**src/logic/status_cfg.svh**
```systemverilog
// Offsets, field positions, reset values and widths of the status reporting logic
`ifndef STATUS_CFG_SVH
`define STATUS_CFG_SVH

// ****************************************
// Status register cell
// ****************************************
`define CELL_WIDTH          16
`define CELL_MSB_ZERO_MASK  16'h7fff
`define CELL_FILTER_RESET   16'h0000
`define CELL_RISE_RESET     16'h7fff
`define CELL_ENABLE_RESET   16'h0000

// ****************************************
// Status byte bit positions
// ****************************************
`define SB_ERRQ_BIT         2
`define SB_QUES_BIT         3
`define SB_MAV_BIT          4
`define SB_ESB_BIT          5
`define SB_MSS_BIT          6
`define SB_OPER_BIT         7
`define SB_DEFINED_MASK     8'hfc
`define SB_MASK_RESET       8'h00

// ****************************************
// Local register selects
// ****************************************
`define SEL_STATUS_BYTE     3'h0
`define SEL_SRQ_MASK        3'h1
`define SEL_POLL_MASK       3'h2
`define SEL_EVENT_STATUS    3'h3
`define SEL_EVENT_ENABLE    3'h4

// ****************************************
// Status cell part selects
// ****************************************
`define PART_CONDITION      3'h0
`define PART_RISE           3'h1
`define PART_FALL           3'h2
`define PART_EVENT          3'h3
`define PART_ENABLE         3'h4

`endif

```
**src/logic/status_pkg.sv**
```systemverilog
// Types shared by the status reporting logic
package status_pkg;

    typedef enum logic [2:0] {
        PART_COND = 3'b000,
        PART_RISE = 3'b001,
        PART_FALL = 3'b010,
        PART_EVT  = 3'b011,
        PART_EVENT_ENABLE_PART = 3'b100
    } cell_part_t;

    // Register access request
    typedef struct packed {
        logic        rd;
        logic        wr;
        logic [2:0]  sel;
        logic [15:0] wdata;
    } reg_req_t;

    // Poll answers towards the remote bus controller
    typedef struct packed {
        logic [7:0] status_byte;
        logic       individual_status_flag;
        logic       service_request;
    } poll_resp_t;

endpackage

```
**src/logic/status_cell.sv**
```systemverilog
// Generic 16-bit status register cell: condition, filters, event, enable, summary
`timescale 1ns/1ps
`include "status_cfg.svh"

module status_cell #(
    parameter int WIDTH = `CELL_WIDTH
) (
    input  wire logic                core_clk,
    input  wire logic                reset_n,
    input  wire logic [WIDTH-1:0]    condition_in,
    input  wire status_pkg::reg_req_t req,
    output logic      [WIDTH-1:0]    rdata,
    output logic                     summary
);
    import status_pkg::*;

    // Bit 15 mask and part layout assume the 16-bit cell
    if (WIDTH != 16) begin : g_width_check
        $error("status_cell: WIDTH must be 16");
    end

    typedef struct packed {
        logic [WIDTH-1:0] cond;
        logic [WIDTH-1:0] rise_filter;
        logic [WIDTH-1:0] falling_transition_filter;
        logic [WIDTH-1:0] event_bits;
        logic [WIDTH-1:0] event_enable_part;
        logic [WIDTH-1:0] rdata;
    } cell_state_t;

    cell_state_t state_q;
    cell_state_t state_d;
    logic [WIDTH-1:0] cond_masked;
    logic [WIDTH-1:0] hits;

    always_comb begin
        cond_masked = condition_in & WIDTH'(`CELL_MSB_ZERO_MASK);
        hits = (cond_masked & ~state_q.cond & state_q.rise_filter)
             | (~cond_masked & state_q.cond & state_q.falling_transition_filter);
        state_d = state_q;
        state_d.cond = cond_masked;
        if (req.rd) begin
            unique case (req.sel)
                `PART_CONDITION: state_d.rdata = state_q.cond;
                `PART_RISE:      state_d.rdata = state_q.rise_filter;
                `PART_FALL:      state_d.rdata = state_q.falling_transition_filter;
                `PART_EVENT:     state_d.rdata = state_q.event_bits;
                `PART_ENABLE:    state_d.rdata = state_q.event_enable_part;
                default:         state_d.rdata = '0;
            endcase
        end
        if (req.wr) begin
            unique case (req.sel)
                `PART_RISE:   state_d.rise_filter = req.wdata[WIDTH-1:0] & WIDTH'(`CELL_MSB_ZERO_MASK);
                `PART_FALL:   state_d.falling_transition_filter =
                                  req.wdata[WIDTH-1:0] & WIDTH'(`CELL_MSB_ZERO_MASK);
                `PART_ENABLE: state_d.event_enable_part =
                                  req.wdata[WIDTH-1:0] & WIDTH'(`CELL_MSB_ZERO_MASK);
                default:      ;
            endcase
        end
        // Read clears event, but a new hit in the same cycle survives
        if (req.rd && req.sel == `PART_EVENT) begin
            state_d.event_bits = hits;
        end else begin
            state_d.event_bits = state_q.event_bits | hits;
        end
    end

    always_ff @(posedge core_clk or negedge reset_n) begin
        if (!reset_n) begin
            state_q.cond                      <= '0;
            state_q.rise_filter               <= WIDTH'(`CELL_RISE_RESET);
            state_q.falling_transition_filter <= WIDTH'(`CELL_FILTER_RESET);
            state_q.event_bits                <= '0;
            state_q.event_enable_part         <= WIDTH'(`CELL_ENABLE_RESET);
            state_q.rdata                     <= '0;
        end else begin
            state_q <= state_d;
        end
    end

    assign rdata   = state_q.rdata;
    assign summary = |(state_q.event_bits & state_q.event_enable_part);

endmodule

```
**src/logic/status_service_request_logic.sv**
```systemverilog
// Status byte, service request, parallel poll flag and the two summary cells
// Function
// - Falling condition sets event if fall filter set
// - Fall filter freely read and written
// - Event latches filtered transitions, read clears
// - Summary is OR of event AND enable
// - Enable part freely read and written
// - Status byte bit 6 summarises others
// - Status byte clears when software reads it
// - Masked rising status bit raises service request
// - Service request ignores mask bit 6
// - Bit 2 set on error queue entry
// - Bit 3 carries questionable summary
// - Bit 4 set when message becomes available
// - Bit 5 is enabled standard event summary
// - Bit 6 set when service requested
// - Bit 7 carries operation summary
// - Poll flag ORs status AND poll mask
// - Parallel poll presents current poll flag
// - Serial poll returns status byte
// - Rising condition sets event if rise filter
// - Condition follows live status, read only
// - Summary feeds next higher condition bit
// - Five 16-bit parts, top bit zero
`timescale 1ns/1ps
`include "status_cfg.svh"

module status_service_request_logic #(
    parameter int CELL_WIDTH = `CELL_WIDTH
) (
    input  wire logic                  core_clk,
    input  wire logic                  reset_n,
    // Local register port
    input  wire status_pkg::reg_req_t  byte_req,
    output logic      [7:0]            byte_rdata,
    // Questionable and operation cells
    input  wire status_pkg::reg_req_t  ques_req,
    output logic      [CELL_WIDTH-1:0] ques_rdata,
    input  wire logic [CELL_WIDTH-1:0] ques_condition,
    input  wire status_pkg::reg_req_t  oper_req,
    output logic      [CELL_WIDTH-1:0] oper_rdata,
    input  wire logic [CELL_WIDTH-1:0] oper_condition,
    // Live instrument status
    input  wire logic                  error_queue_write,
    input  wire logic                  error_queue_empty,
    input  wire logic                  message_available,
    input  wire logic [7:0]            standard_event_set,
    // Remote bus polls
    input  wire logic                  serial_poll,
    input  wire logic                  parallel_poll,
    output status_pkg::poll_resp_t     poll_resp,
    output logic                       poll_resp_valid,
    output logic                       service_request
);
    import status_pkg::*;

    if (CELL_WIDTH != 16) begin : g_width_check
        $error("status_service_request_logic: CELL_WIDTH must be 16");
    end

    // ****************************************
    // Summary cells
    // ****************************************
    logic ques_summary;
    logic oper_summary;

    status_cell #(.WIDTH(CELL_WIDTH)) u_ques (
        .core_clk     (core_clk),
        .reset_n      (reset_n),
        .condition_in (ques_condition),
        .req          (ques_req),
        .rdata        (ques_rdata),
        .summary      (ques_summary)
    );

    status_cell #(.WIDTH(CELL_WIDTH)) u_oper (
        .core_clk     (core_clk),
        .reset_n      (reset_n),
        .condition_in (oper_condition),
        .req          (oper_req),
        .rdata        (oper_rdata),
        .summary      (oper_summary)
    );

    // ****************************************
    // Top-level state
    // ****************************************
    typedef struct packed {
        logic [7:0] status_byte;
        logic [7:0] service_request_mask;
        logic [7:0] poll_flag_mask;
        logic [7:0] standard_event_status;
        logic [7:0] standard_event_enable;
        logic [7:0] prev_sources;
        logic       service_request;
        logic       individual_status_flag;
        logic [7:0] rdata;
        poll_resp_t resp;
        logic       resp_valid;
    } top_state_t;

    top_state_t state_q;
    top_state_t state_d;

    function automatic logic masked_or(input logic [7:0] bits, input logic [7:0] mask);
        masked_or = |(bits & mask);
    endfunction

    logic [7:0] sources;
    logic [7:0] rises;
    logic [7:0] byte_next;
    logic       master_summary_bit;
    logic       sb_read;
    logic       esr_read;

    always_comb begin
        sb_read  = byte_req.rd && byte_req.sel == `SEL_STATUS_BYTE;
        esr_read = byte_req.rd && byte_req.sel == `SEL_EVENT_STATUS;
        sources = 8'h00;
        // Error queue bit stays up while the queue holds entries
        sources[`SB_ERRQ_BIT] = error_queue_write | ~error_queue_empty;
        sources[`SB_QUES_BIT] = ques_summary;
        sources[`SB_MAV_BIT]  = message_available;
        sources[`SB_ESB_BIT]  = masked_or(state_q.standard_event_status,
                                          state_q.standard_event_enable);
        sources[`SB_OPER_BIT] = oper_summary;
        rises = sources & ~state_q.prev_sources;

        state_d = state_q;
        state_d.prev_sources = sources;
        // Event behaviour: rising sources latch, read clears, new rise wins
        byte_next = (sb_read ? 8'h00 : state_q.status_byte) | rises;
        byte_next[`SB_MSS_BIT] = 1'b0;
        // Master summary from other bits; mask bit 6 ignored
        master_summary_bit = masked_or(byte_next & ~8'h40, state_q.service_request_mask & ~8'h40);
        byte_next[`SB_MSS_BIT] = master_summary_bit;
        state_d.status_byte = byte_next & `SB_DEFINED_MASK;
        state_d.service_request = masked_or(rises, state_q.service_request_mask & ~8'h40) |
                                  (master_summary_bit & state_q.service_request);
        state_d.individual_status_flag = masked_or(state_d.status_byte,
                                                   state_q.poll_flag_mask);

        state_d.standard_event_status = (esr_read ? 8'h00 : state_q.standard_event_status)
                                        | standard_event_set;

        if (byte_req.rd) begin
            unique case (byte_req.sel)
                `SEL_STATUS_BYTE:  state_d.rdata = state_q.status_byte;
                `SEL_SRQ_MASK:     state_d.rdata = state_q.service_request_mask;
                `SEL_POLL_MASK:    state_d.rdata = state_q.poll_flag_mask;
                `SEL_EVENT_STATUS: state_d.rdata = state_q.standard_event_status;
                `SEL_EVENT_ENABLE: state_d.rdata = state_q.standard_event_enable;
                default:           state_d.rdata = 8'h00;
            endcase
        end
        if (byte_req.wr) begin
            unique case (byte_req.sel)
                `SEL_SRQ_MASK:     state_d.service_request_mask  = byte_req.wdata[7:0];
                `SEL_POLL_MASK:    state_d.poll_flag_mask        = byte_req.wdata[7:0];
                `SEL_EVENT_ENABLE: state_d.standard_event_enable = byte_req.wdata[7:0];
                default:           ;
            endcase
        end

        // Polls answer with the current registered values
        state_d.resp_valid = serial_poll | parallel_poll;
        if (serial_poll) begin
            state_d.resp.status_byte = state_q.status_byte;
        end
        if (parallel_poll) begin
            state_d.resp.individual_status_flag = state_q.individual_status_flag;
        end
        state_d.resp.service_request = state_q.service_request;
    end

    always_ff @(posedge core_clk or negedge reset_n) begin
        if (!reset_n) begin
            state_q <= '0;
        end else begin
            state_q <= state_d;
        end
    end

    assign byte_rdata      = state_q.rdata;
    assign poll_resp       = state_q.resp;
    assign poll_resp_valid = state_q.resp_valid;
    assign service_request = state_q.service_request;

endmodule

```
**config.mk**
```make
export PLATFORM = sky130hd
export DESIGN_NAME = status_service_request_logic
export DESIGN_NICKNAME = d
export VERILOG_FILES = /design/src/logic/status_pkg.sv /design/src/logic/status_cell.sv /design/src/logic/status_service_request_logic.sv
export VERILOG_INCLUDE_DIRS = /design/src /design/src/logic
export SDC_FILE = /design/constraint.sdc
export NUM_CORES = 1
export LEC_CHECK = 0
export ABC_CLOCK_PERIOD_IN_PS = 2650
export CAP_MARGIN = 20
export CORE_UTILIZATION = 25
export CTS_CLUSTER_SIZE = 8
export DETAILED_ROUTE_END_ITERATION = 16
export DONT_BUFFER_PORTS = 1
export SYNTH_ARGS = -nofsm -noshare
export SYNTH_HDL_FRONTEND = slang
export SYNTH_HIERARCHICAL = 1
export SYNTH_SLANG_ARGS = --single-unit
```
**constraint.sdc**
```tcl
create_clock -name core_clk -period 2.65 [get_ports core_clk]
set_input_delay 0.1325 -clock core_clk [delete_from_list [all_inputs] [get_ports core_clk]]
set_output_delay 0.1325 -clock core_clk [all_outputs]
set_load 0.01 [all_outputs]
```
==> metrics.csv <==
metric;value;unit
outcome;finished, violations left;
violations in the final reports;negative hold slack;
Reg clk slew, reported paths;50;ps
clk sinks;244;
Post-CTS Setup Bufs;0;
CTS root buffer;clkbuf_16;
core area;0.0453;sq mm
Final setup violation count;0;
wire length per cell;18.8;um
cts hold-fix bufs;111;
first-pass GRT wire length;48500;um
Inserted Clock Buffers;37;
fmax;0.435;GHz
GR Util met1;0.169;
Core Util, Final;0.309;
sequential fraction of the synthesis area;0.535;
# IOs;162;
DRC;0;
Synth top cells by count;214 x dfrtp_1, 105 x mux2_2, 92 x nand3b_1;
Overall Global Routing Usage;0.133;
max_slew headroom;0.377;
DRT Pass-1 Iters;5;
pre-CTS setup slack;491;ps
Final WS setup;349;ps
fin crit period;2300;ps
CP startpoint kind;input pin;
Slew @ Worst Pin;932;ps
Critical Path RT;3080;ps
maximum vdd drop;518;uV
Hold Crit Class;input pin to asynchronous set/reset pin;
port bufs;0;
later-pin clock latency in the skew report;550;ps
Setup Total Neg Slack;0;ps
RSZ-0062 raised after global routing;no;
vias in the first global route;8230;
sw frac;0.272;
Psw;3.02;mW
grt ovf;0;
WL final;31200;um
P_leak;5.60;nW
most frequent cell after synthesis;dfrtp_1;
Yosys reg bits;244;
met2 Usage GRT;0.216;
cell area power density;793;mW/mm^2
Area Growth Syn to Fin;21.9;%
HPWL Detailed;19500;um
Final Hold Vio Count;244;
Post-Place Cell Area;0.0117;sq mm
max-cap viol count;0;
Final Cycle Share;0.868;
vias;8010;
Iter 0 DRT Violations;510;
Mapped Area;0.0115;sq mm
vias per inst;4.82;
Initial Utilization;0.253;
clock share of power;0.401;
critical path class;input pin to flop;
ys async rst share;1.00;
largest net degree at the start of global routing;245;
layout cells sized above 1;0.210;
CP max FO;14;
CTS Buffer Depth;3;
initial antenna violation count;3;
row count;78;
Final Max Slew Viols;0;
Cell Int Power;8.07;mW
Nets;1152;
GR Util met3;0.0307;
Reg power frac;0.464;
top post-synthesis cells by area;dfrtp_1 47%, mux2_2 10%, dfstp_2 6.9%, nand3b_1 6.0%, buf_4 3.7%;
final setup skew;21.4;ps
Filler cells;4594;
Synth Area per Inst;11.7;sq um
Most Crowded Layer GR;met2;
Comb power frac;0.135;
die height;216;um
reg2reg path depth;7;
post-cts resize count;0;
Synth Warn #;6;
Gate Count Post-Synth;981;
final hold slack;-697;ps
Final Cell Area;0.0140;sq mm
die width;216;um
share of the synthesized area in the top cell type;0.467;
CTS tree;yes;
H-tree Lvls;2;
die area;0.0468;sq mm
area leader, netlist;dfrtp_1;
Antenna Nets Post-Route;0;
routability cong.;0.790;
Post-synth top flop;dfrtp_1;
Post-synth EDFFs;0;
Netlist cell types;47;
Worst EP arrival;2730;ps
Setup crit end kind;flop;
-- logic make-up after synthesis --
family          after synthesis  share of synthesized area
other cells                   1                   0.000327
flops                       244                      0.535
simple gates                262                      0.128
mux                         157                      0.156
buf+inv                     121                     0.0640
compound gates              196                      0.116
-- placed cells by master, fill, tap and decap left out, drive strengths merged, types with 16 or more instances in the layout --
cell,synthesis,final
dfrtp,214,214
mux2,126,126
dlygate4sd3,0,108
nand3b,92,92
nand2,75,75
nor2,59,59
a21oi,57,57
clkbuf,21,52
o211ai,31,31
mux2i,31,31
dfstp,30,30
a22oi,28,28
a211oi,28,28
buf,85,19
inv,15,16
-- cell type report --
type | instances | area (sq um) | area share
Inverter | 15 | 56.3 | 0.00403
Tap cell | 600 | 751 | 0.0537
Timing Repair Buffer | 127 | 1270 | 0.0907
Clock inverter | 5 | 104 | 0.00743
Antenna cell | 1 | 2.50 | 0.000179
Sequential cell | 244 | 6140 | 0.439
Clock buffer | 52 | 992 | 0.0709
Multi-Input combinational cell | 617 | 4670 | 0.334
-- worst max-delay path: stages --
cell           delay [ps]
dlygate4sd3_1        1050
a21oi_1                70
dlygate4sd3_1         600
a211oi_1              220
dlygate4sd3_1         590
a21oi_1                70
-- final timing paths --
kind                                                   start                        endpoint  slack (ps)
worst max-delay path                            ques_req[17]     u_ques/rdata[2]$_DFFE_PN0P_         350
worst min-delay path                                 reset_n    u_ques/state_q[44]$_DFF_PN0_        -700
worst max register to register  u_ques/state_q[38]$_DFF_PN0_           state_q[19]$_DFF_PN0_         480
worst min register to register         state_q[24]$_DFF_PN0_           state_q[64]$_DFF_PN0_         440
max in group asynchronous                            reset_n  u_oper/state_q[74]$_DFFE_PN1P_        3030
min in group core_clk                           byte_req[17]       byte_rdata[4]$_DFFE_PN0P_          30
-- power groups by stage --
stage               combinational [mW]  clock (mW)  sequential (mW)
floorplan                         1.36           0             4.89
global route                      1.66        4.76             5.23
finish                            1.50        4.45             5.14
detailed placement                1.26           0             5.19
global placement                  1.22           0             5.16
CTS                               1.50        4.59             5.13
-- routing by layer --
layer,part of all wire,up-vias
li1,-,3633
met1,0.43,4076
met2,0.48,236
met3,0.056,61
met4,0.025,4
met5,0.00086,-
-- per-stage QoR --
step / total power [mW] / instances
3_5_place_dp: 6.44 / 1491
5_1_grt: 11.6 / 1661
4_1_cts: 11.2 / 1659
2_1_floorplan: 6.24 / 982
6_report: 11.1 / 1661
3_3_place_gp: 6.38 / 1491
-- state kept, by name, indices dropped and copies added (netlist names) --
register,flops
u_ques/state_q,75
u_oper/state_q,75
poll_resp,8
poll_resp_valid,1
service_request,1
u_ques/rdata,16
byte_rdata,8
state_q,44
u_oper/rdata,16
No activity file was read; power rests on OpenSTA's default activity.
